**config.mk**
```make
export PLATFORM = sky130hd
export DESIGN_NAME = fsr_host
export DESIGN_NICKNAME = d
export VERILOG_FILES = /design/src/inc/fsr_pkg.sv /design/src/hdl/fsr_host.sv
export SDC_FILE = /design/constraint.sdc
export NUM_CORES = 1
export LEC_CHECK = 0
export BUFFER_PORTS_ARGS = -buffer_cell sky130_fd_sc_hd__buf_2
export CORE_MARGIN = 3
export CORE_UTILIZATION = 35
export DETAILED_ROUTE_END_ITERATION = 8
export PLACE_DENSITY = 0.52
export SLEW_MARGIN = 30
export SYNTH_ARGS = -nofsm -noshare
export SYNTH_HDL_FRONTEND = slang
export SYNTH_SLANG_ARGS = --single-unit
```
**constraint.sdc**
```tcl
create_clock -name i_ref_clk -period 9.25 [get_ports i_ref_clk]
set_clock_uncertainty 0.05 [all_clocks]
set_input_delay 1.85 -clock i_ref_clk [delete_from_list [all_inputs] [get_ports i_ref_clk]]
set_output_delay 1.85 -clock i_ref_clk [all_outputs]
set_load 0.005 [all_outputs]
```
**src/inc/fsr_pkg.sv**
```systemverilog
// constants and carrier types for the flash status-reporting host controller
package fsr_pkg;

  // clock and timing (ns figures, cycle counts derived at 25 ns per cycle)
  localparam int CLK_NS        = 25;
  localparam int ACC_NS        = 150;
  localparam int SETTLE_NS     = 100;
  localparam int RST_LOW_NS    = 100;   // reset_low_pulse_time, plain default
  localparam int RST_REC_NS    = 1000;  // reset_recovery_time, plain default
  localparam int ACC_CYC       = (ACC_NS + CLK_NS - 1) / CLK_NS;
  localparam int SETTLE_CYC    = (SETTLE_NS + CLK_NS - 1) / CLK_NS;
  localparam int RST_LOW_CYC   = (RST_LOW_NS + CLK_NS - 1) / CLK_NS;
  localparam int RST_REC_CYC   = (RST_REC_NS + CLK_NS - 1) / CLK_NS;
  localparam int TIM_W         = 16;
  localparam int BUF_TRIES     = 8;

  // device commands, plain defaults
  localparam logic [7:0] CMD_READ_ARRAY  = 8'hff;
  localparam logic [7:0] CMD_READ_STATUS = 8'h70;
  localparam logic [7:0] CMD_READ_ID     = 8'h90;
  localparam logic [7:0] CMD_BUF_WRITE   = 8'he8;
  localparam logic [7:0] CMD_CONFIRM     = 8'hd0;

  // status fields
  localparam int         MAIN_PROTECT_BIT = 1;
  localparam int         EXT_BUF_BIT      = 7;
  localparam logic [7:0] MAIN_MASK        = 8'hfa;
  localparam logic [7:0] EXT_MASK         = 8'h80;

  // identifier-space offsets and block layout
  localparam int          ADDR_W         = 23;
  localparam int          BLOCK_BITS     = 17;
  localparam logic [22:0] ID_BLOCK_OFS   = 23'h000002;
  localparam logic [22:0] ID_MASTER_OFS  = 23'h000003;

  typedef enum logic {
    FSR_OP_TWO_CYCLE,
    FSR_OP_BUFFER
  } fsr_op_t;

  typedef struct packed {
    fsr_op_t     kind;
    logic [7:0]  cmd;
    logic [22:0] addr;
    logic [15:0] data;
  } fsr_req_t;

  typedef struct packed {
    logic        wr;
    logic [22:0] addr;
    logic [15:0] data;
  } fsr_acc_t;

  typedef struct packed {
    logic [7:0]  main_status;
    logic [7:0]  ext_status;
    logic        protect;
    logic [7:0]  block_lock;
    logic [7:0]  master_lock;
  } fsr_result_t;

endpackage

```
**src/hdl/fsr_host.sv**
```systemverilog
// host controller that drives the flash pins and polls its status
`timescale 1ns/1ps
module fsr_host (
  // clock and reset
  input  wire logic                 i_ref_clk,
  input  wire logic                 i_reset,
  // system control
  input  wire logic                 i_supply_ok,
  input  wire logic                 i_sys_reset,
  // user request and answer
  input  wire logic                 i_start,
  input  wire fsr_pkg::fsr_req_t    i_req,
  output logic                      o_busy,
  output logic                      o_done,
  output logic                      o_reissue_needed,
  output fsr_pkg::fsr_result_t      o_result,
  // flash pins
  output logic [22:0]               o_flash_addr,
  input  wire logic [15:0]          i_flash_dq,
  output logic [15:0]               o_flash_dq,
  output logic                      o_flash_dq_oe,
  output logic                      o_chip_select_a_n,
  output logic                      o_oe_n,
  output logic                      o_we_n,
  output logic                      o_reset_powerdown_n,
  input  wire logic                 i_completion_pin
);

  typedef enum logic [4:0] {
    ST_IDLE, ST_ACC, ST_GAP, ST_CMD2, ST_BUF_RD, ST_BUF_EVAL, ST_BUF_DAT, ST_BUF_CONF,
    ST_WAIT_LOW, ST_WAIT_DONE, ST_STAT_RD, ST_STAT_CHK, ST_ID_BLK, ST_ID_MST,
    ST_ID_END, ST_ARRAY, ST_FINISH, ST_RST_LOW, ST_RST_REC
  } fsr_state_t;

  fsr_state_t               state_q;
  fsr_state_t               ret_q;
  fsr_pkg::fsr_acc_t        acc_q;
  fsr_pkg::fsr_req_t        req_q;
  logic [fsr_pkg::TIM_W-1:0] tim_q;
  logic [3:0]               tries_q;
  logic [15:0]              rdata_q;
  logic                     rst_req;
  logic                     in_reset;
  logic [22:0]              blk_base;

  assign rst_req  = !i_supply_ok || i_sys_reset;
  assign in_reset = (state_q == ST_RST_LOW) || (state_q == ST_RST_REC);
  assign blk_base = {req_q.addr[22:fsr_pkg::BLOCK_BITS], {fsr_pkg::BLOCK_BITS{1'b0}}};

  // sequencer
  always_ff @(posedge i_ref_clk or posedge i_reset) begin
    if (i_reset) begin
      state_q <= ST_IDLE;
      ret_q   <= ST_IDLE;
      acc_q   <= '0;
      req_q   <= '0;
      tim_q   <= '0;
      tries_q <= '0;
    end else if (rst_req) begin
      // hold the pin low and restart the low-time count while asked
      state_q <= ST_RST_LOW;
      tim_q   <= fsr_pkg::TIM_W'(fsr_pkg::RST_LOW_CYC - 1);
    end else begin
      unique case (state_q)
        ST_IDLE: begin
          if (i_start) begin
            req_q   <= i_req;
            tries_q <= 4'(fsr_pkg::BUF_TRIES - 1);
            acc_q   <= '{1'b1, i_req.addr,
                         {8'h00, (i_req.kind == fsr_pkg::FSR_OP_BUFFER) ?
                                 fsr_pkg::CMD_BUF_WRITE : i_req.cmd}};
            ret_q   <= (i_req.kind == fsr_pkg::FSR_OP_BUFFER) ? ST_BUF_RD : ST_CMD2;
            state_q <= ST_ACC;
            tim_q   <= fsr_pkg::TIM_W'(fsr_pkg::ACC_CYC - 1);
          end
        end
        ST_ACC: begin
          if (tim_q == '0) begin
            state_q <= ST_GAP;
          end else begin
            tim_q <= tim_q - 1'b1;
          end
        end
        ST_GAP: begin
          state_q <= ret_q;
          tim_q   <= fsr_pkg::TIM_W'(fsr_pkg::SETTLE_CYC - 1);
        end
        ST_WAIT_LOW: begin
          // the pin may lag the command; do not trust it at once
          if (tim_q == '0) begin
            state_q <= ST_WAIT_DONE;
          end else begin
            tim_q <= tim_q - 1'b1;
          end
        end
        ST_WAIT_DONE: begin
          // released pin reads high through the pull-up
          if (i_completion_pin) begin
            acc_q   <= '{1'b1, req_q.addr, {8'h00, fsr_pkg::CMD_READ_STATUS}};
            ret_q   <= ST_STAT_RD;
            state_q <= ST_ACC;
            tim_q   <= fsr_pkg::TIM_W'(fsr_pkg::ACC_CYC - 1);
          end
        end
        ST_BUF_EVAL: begin
          if (rdata_q[fsr_pkg::EXT_BUF_BIT]) begin
            acc_q   <= '{1'b1, req_q.addr, 16'h0000}; // one-word load count
            ret_q   <= ST_BUF_DAT;
          end else if (tries_q != '0) begin
            tries_q <= tries_q - 1'b1;
            acc_q   <= '{1'b1, req_q.addr, {8'h00, fsr_pkg::CMD_BUF_WRITE}};
            ret_q   <= ST_BUF_RD;
          end else begin
            acc_q   <= '{1'b1, req_q.addr, {8'h00, fsr_pkg::CMD_READ_ARRAY}};
            ret_q   <= ST_FINISH;
          end
          state_q <= ST_ACC;
          tim_q   <= fsr_pkg::TIM_W'(fsr_pkg::ACC_CYC - 1);
        end
        ST_STAT_CHK: begin
          if (rdata_q[fsr_pkg::MAIN_PROTECT_BIT]) begin
            acc_q <= '{1'b1, req_q.addr, {8'h00, fsr_pkg::CMD_READ_ID}};
            ret_q <= ST_ID_BLK;
          end else begin
            acc_q <= '{1'b1, req_q.addr, {8'h00, fsr_pkg::CMD_READ_ARRAY}};
            ret_q <= ST_FINISH;
          end
          state_q <= ST_ACC;
          tim_q   <= fsr_pkg::TIM_W'(fsr_pkg::ACC_CYC - 1);
        end
        ST_CMD2, ST_BUF_RD, ST_BUF_DAT, ST_BUF_CONF, ST_STAT_RD,
        ST_ID_BLK, ST_ID_MST, ST_ID_END, ST_ARRAY: begin
          unique case (state_q)
            ST_CMD2:     acc_q <= '{1'b1, req_q.addr, req_q.data};
            ST_BUF_RD:   acc_q <= '{1'b0, req_q.addr, 16'h0000};
            ST_BUF_DAT:  acc_q <= '{1'b1, req_q.addr, req_q.data};
            ST_BUF_CONF: acc_q <= '{1'b1, req_q.addr, {8'h00, fsr_pkg::CMD_CONFIRM}};
            ST_STAT_RD:  acc_q <= '{1'b0, req_q.addr, 16'h0000};
            ST_ID_BLK:   acc_q <= '{1'b0, blk_base + fsr_pkg::ID_BLOCK_OFS, 16'h0000};
            ST_ID_MST:   acc_q <= '{1'b0, fsr_pkg::ID_MASTER_OFS, 16'h0000};
            default:     acc_q <= '{1'b1, req_q.addr, {8'h00, fsr_pkg::CMD_READ_ARRAY}};
          endcase
          unique case (state_q)
            ST_CMD2, ST_BUF_CONF: ret_q <= ST_WAIT_LOW;
            ST_BUF_RD:            ret_q <= ST_BUF_EVAL;
            ST_BUF_DAT:           ret_q <= ST_BUF_CONF;
            ST_STAT_RD:           ret_q <= ST_STAT_CHK;
            ST_ID_BLK:            ret_q <= ST_ID_MST;
            ST_ID_MST:            ret_q <= ST_ID_END;
            ST_ID_END:            ret_q <= ST_ARRAY;
            default:              ret_q <= ST_FINISH;
          endcase
          state_q <= (state_q == ST_ID_END) ? ST_ARRAY : ST_ACC;
          tim_q   <= fsr_pkg::TIM_W'(fsr_pkg::ACC_CYC - 1);
        end
        ST_FINISH: state_q <= ST_IDLE;
        ST_RST_LOW: begin
          if (tim_q == '0) begin
            state_q <= ST_RST_REC;
            tim_q   <= fsr_pkg::TIM_W'(fsr_pkg::RST_REC_CYC - 1);
          end else begin
            tim_q <= tim_q - 1'b1;
          end
        end
        ST_RST_REC: begin
          if (tim_q == '0) begin
            state_q <= ST_IDLE;
          end else begin
            tim_q <= tim_q - 1'b1;
          end
        end
      endcase
    end
  end

  // read capture; ID_END skips its own command write and goes straight to ARRAY
  always_ff @(posedge i_ref_clk or posedge i_reset) begin
    if (i_reset) begin
      rdata_q <= '0;
    end else if (state_q == ST_GAP && !acc_q.wr) begin
      rdata_q <= i_flash_dq;
    end
  end

  // results; status bytes masked as they are captured, lock codes taken whole
  always_ff @(posedge i_ref_clk or posedge i_reset) begin
    if (i_reset) begin
      o_result <= '0;
    end else if (rst_req) begin
      o_result <= '0;
    end else if (state_q == ST_IDLE && i_start) begin
      o_result <= '0;
    end else begin
      if (state_q == ST_BUF_EVAL) begin
        o_result.ext_status <= rdata_q[7:0] & fsr_pkg::EXT_MASK;
      end
      if (state_q == ST_STAT_CHK) begin
        o_result.main_status <= rdata_q[7:0] & fsr_pkg::MAIN_MASK;
        o_result.protect     <= rdata_q[fsr_pkg::MAIN_PROTECT_BIT];
      end
      if (state_q == ST_ID_MST) begin
        o_result.block_lock <= rdata_q[7:0];
      end
      if (state_q == ST_ID_END) begin
        o_result.master_lock <= rdata_q[7:0];
      end
    end
  end

  // status flags to the user
  always_ff @(posedge i_ref_clk or posedge i_reset) begin
    if (i_reset) begin
      o_busy           <= 1'b0;
      o_done           <= 1'b0;
      o_reissue_needed <= 1'b0;
    end else begin
      o_busy <= (state_q != ST_IDLE) || i_start;
      o_done <= (state_q == ST_FINISH) && !rst_req;
      if (rst_req && state_q != ST_IDLE && !in_reset) begin
        o_reissue_needed <= 1'b1;
      end else if (state_q == ST_IDLE && i_start && !rst_req) begin
        o_reissue_needed <= 1'b0;
      end
    end
  end

  // pins; data is driven one cycle past the write strobe for hold time
  always_ff @(posedge i_ref_clk or posedge i_reset) begin
    if (i_reset) begin
      o_flash_addr        <= '0;
      o_flash_dq          <= '0;
      o_flash_dq_oe       <= 1'b0;
      o_chip_select_a_n   <= 1'b1;
      o_oe_n              <= 1'b1;
      o_we_n              <= 1'b1;
      o_reset_powerdown_n <= 1'b0;
    end else begin
      o_flash_addr        <= acc_q.addr;
      o_flash_dq          <= acc_q.data;
      o_flash_dq_oe       <= acc_q.wr && (state_q == ST_ACC || state_q == ST_GAP);
      o_chip_select_a_n   <= !(state_q == ST_ACC || state_q == ST_GAP);
      o_oe_n              <= !(state_q == ST_ACC && !acc_q.wr);
      o_we_n              <= !(state_q == ST_ACC && acc_q.wr);
      o_reset_powerdown_n <= !rst_req && state_q != ST_RST_LOW;
    end
  end
endmodule

```
==> metrics.md <==
| Metric | Value |
|---|---|
| Cts repair resizes | `0` |
| Pwr Total | `2134 uW` |
| Post-Route WL | `21.90 mm` |
| Postcts setup bufs | `0` |
| Hold-fix buffers, CTS | `0` |
| CP startpoint kind | `input pin` |
| Buffers on Ports | `132` |
| Fin. Hold Viols | `0` |
| Placer Congestion | `0.8249` |
| Core area | `22980 um2` |
| Clock transition at the registers of the reported paths | `0.07 ns` |
| Site Rows | `55` |
| Leading cell type in the layout, fill and taps excluded | `nand2_1` |
| Status | `finished, final reports clean` |
| Layout cell share with drive strength beyond 1 | `21.23%` |
| RR Startpoint | `state_q[1]` |
| NetSw | `631.2 uW` |
| CTS Sinks | `187` |
| Die Y | `160.1 um` |
| R2R setup slack | `5.91 ns` |
| Syn Inst Count | `869` |
| Max FO, Critical Path | `44` |
| Final net count | `1058` |
| Clk root buf | `clkbuf_16` |
| VDD IR-drop max | `0.09799 mV` |
| Setup TNS | `0 ns` |
| Worst R2R Path Depth | `9` |
| Area of the mapped netlist | `8308 um2` |
| # DRC | `0` |
| Final period util | `37.43%` |
| Leak pwr | `0.004772 uW` |
| Worst R2R End | `acc_q[7]` |
| Top_reg_cell synth | `dfrtp_1` |
| WP data required | `9.55 ns` |
| First-pass GRT wire length | `35.83 mm` |
| CTS Buf Count | `17` |
| Clk Latency, worst-skew pair | `0.43 ns` |
| Largest net degree at the start of global routing | `119` |
| Comb pwr share | `15.6%` |
| Final setup violation count | `0` |
| RSZ-0062 raised after global routing | `no` |
| Hold_sp | `acc_q[13]` |
| YS warnings | `0` |
| Reg power frac | `50.8%` |
| Fillers | `2323` |
| Final Max Tran Viols | `0` |
| Synth cell types | `76` |
| Pre-CTS setup slack | `5.314 ns` |
| WL/cell | `16.74 um` |
| Flops & latches, synth | `187` |
| Antenna viol nets, final | `0` |
| Fmax | `288.8 MHz` |
| Post-DP HPWL | `14.87 mm` |
| Antenna violations before repair | `1` |
| HP Class | `register to register` |
| All-Layer GR Usage | `17.31%` |
| Int Power | `1503 uW` |
| I/O pin count | `150` |
| Seq/Total Area, Yosys | `56.37%` |
| Worst EP arrival | `3.76 ns` |
| Max Cap Violations | `0` |
| Clock share of power | `33.5%` |
| Via density | `4.993` |
| 1st-pass router iterations | `5` |
| Synthesized area per cell | `9.560 um2` |
| WHS Endpoint | `o_flash_dq[13]` |
| Vias | `6531` |
| Crit Path Category | `input pin to register` |
| Final setup margin | `5.788 ns` |
| H-tree levels | `4` |
| P&R area growth vs syn | `18.12%` |
| Commonest cells after routing, fill and taps aside | `216 x nand2_1, 183 x dfrtp_1, 132 x buf_2` |
| Initial drt markers | `375` |
| Crit. End Element | `register` |
| Die W | `160.1 um` |
| Die ar. | `25620 um2` |
| Hold Crit Depth | `0` |
| Clock tree buffer depth | `2` |
| Post-layout min period | `3.462 ns` |
| Vias in the first global route | `6469` |
| CTS tree | `done` |
| Slew margin rel. | `37.34%` |
| Switching part of the total | `29.58%` |
| Overflow after GRT | `0` |
| Asr flop ratio synth | `100.0%` |
| Tightest Pin Transition | `0.9364 ns` |
| Power Dens Cells | `217.5 nW/um2` |
| Initial Util | `36.15%` |
| Post-synth EDFFs | `0` |
## state kept, by name, indices dropped and copies added (netlist names), 4 cells and up
name	count
blk_base	6
acc_q	40
rdata_q	8
tim_q	16
state_q	5
tries_q	4
req_q	33
ret_q	5
o_flash_addr	23
o_flash_dq	16
o_result	23
## critical path, cell delays in order
cell and delay, ns:
buf_2 0.08, nand2b_1 0.46, nor2_4 0.06, buf_4 0.30
a21oi_4 0.38, buf_8 0.21, buf_8 0.17, a21oi_1 0.05
a31oi_1 0.18
## power groups by stage
stage / registers, uW / clock network [uW] / logic, uW
after CTS: 1090 / 737 / 338
after global routing: 1110 / 777 / 383
final: 1080 / 716 / 333
after detailed placement: 1100 / 0 / 337
after global placement: 1100 / 0 / 333
after floorplan: 1090 / 0 / 206
## stage by stage
step / std cells / area, um2 / util [%] / hold WS [ns]
after CTS: 1307 / 9806 / 42.66 / 0.3177
after global placement: 1273 / 9200 / 40.03 / 0.3087
final: 1308 / 9813 / 42.69 / 0.3187
after detailed placement: 1275 / 9230 / 40.16 / 0.3086
after floorplan: 877 / 8338 / - / 0.3035
after global routing: 1308 / 9813 / 42.69 / 0.3317
## area by class of cell
class,instances,area [um2],area share [%]
Inverter,16,67.56,0.6885
Tap cell,313,391.6,3.991
Antenna cell,1,2.502,0.02550
Timing Repair Buffer,143,762.0,7.765
Sequential cell,187,4684,47.74
Multi-Input combinational cell,616,3329,33.93
Clock buffer,18,429.2,4.373
Clock inverter,14,146.4,1.492
## synth_stat cells, drive strengths merged (3+ instances only)
library cell / n / share of area (%)
nand3: 22 / 1.3
nor4: 7 / 0.53
o21bai: 8 / 0.72
or2: 6 / 0.45
nor3: 16 / 0.96
mux2: 11 / 1.5
nor2b: 10 / 0.75
inv: 16 / 0.72
ha: 7 / 1.1
o21a: 3 / 0.27
clkbuf: 25 / 1.1
nor3b: 4 / 0.36
a221oi: 16 / 1.7
o21ai: 42 / 2.5
buf: 33 / 2.6
a21oi: 59 / 3.6
nand2: 216 / 9.8
nor2: 82 / 3.7
a31oi: 11 / 0.90
nand2b: 10 / 0.78
o22ai: 3 / 0.23
mux2i: 3 / 0.36
a21o: 6 / 0.54
o31ai: 4 / 0.42
dfstp: 3 / 0.95
or3: 3 / 0.23
and3: 3 / 0.23
a211o: 3 / 0.32
o211ai: 3 / 0.27
dfrtp: 184 / 55
or4: 5 / 0.50
o41ai: 4 / 0.42
## layer usage
metal / vias up / GRT usage, % / routed length [um]
met2: 172 / 28.23 / 10630
li1: 3192 / - / -
met4: 0 / 4.694 / 282
met3: 23 / 2.931 / 1014
met5: - / 0 / 0
met1: 3144 / 23.96 / 9970
## cell families (layout without fill, tap and decap cells)
kind of cell / count (synthesis) / in the layout / synth area share, %
other: 1 / 10 / 0.04514
AO/OA/AOI/OAI: 187 / 187 / 14.97
XOR/XNOR: 2 / 2 / 0.2109
flip-flops: 187 / 187 / 56.37
adder cells (fa/ha/maj): 7 / 7 / 1.054
multiplexers: 14 / 14 / 1.852
buffers and inverters: 74 / 191 / 4.428
AND/OR/NAND/NOR: 397 / 397 / 21.07
## worst max path at each step
stage	startpoint	end	slack, ns
finish	i_sys_reset	acc_q[1]	5.79
floorplan	i_reset	acc_q[0]	2.27
detailed placement	i_sys_reset	acc_q[0]	5.31
global placement	i_sys_reset	acc_q[2]	5.12
CTS	i_sys_reset	acc_q[0]	5.77
global route	i_sys_reset	acc_q[2]	5.64
Power figures use the tool's default switching activity.
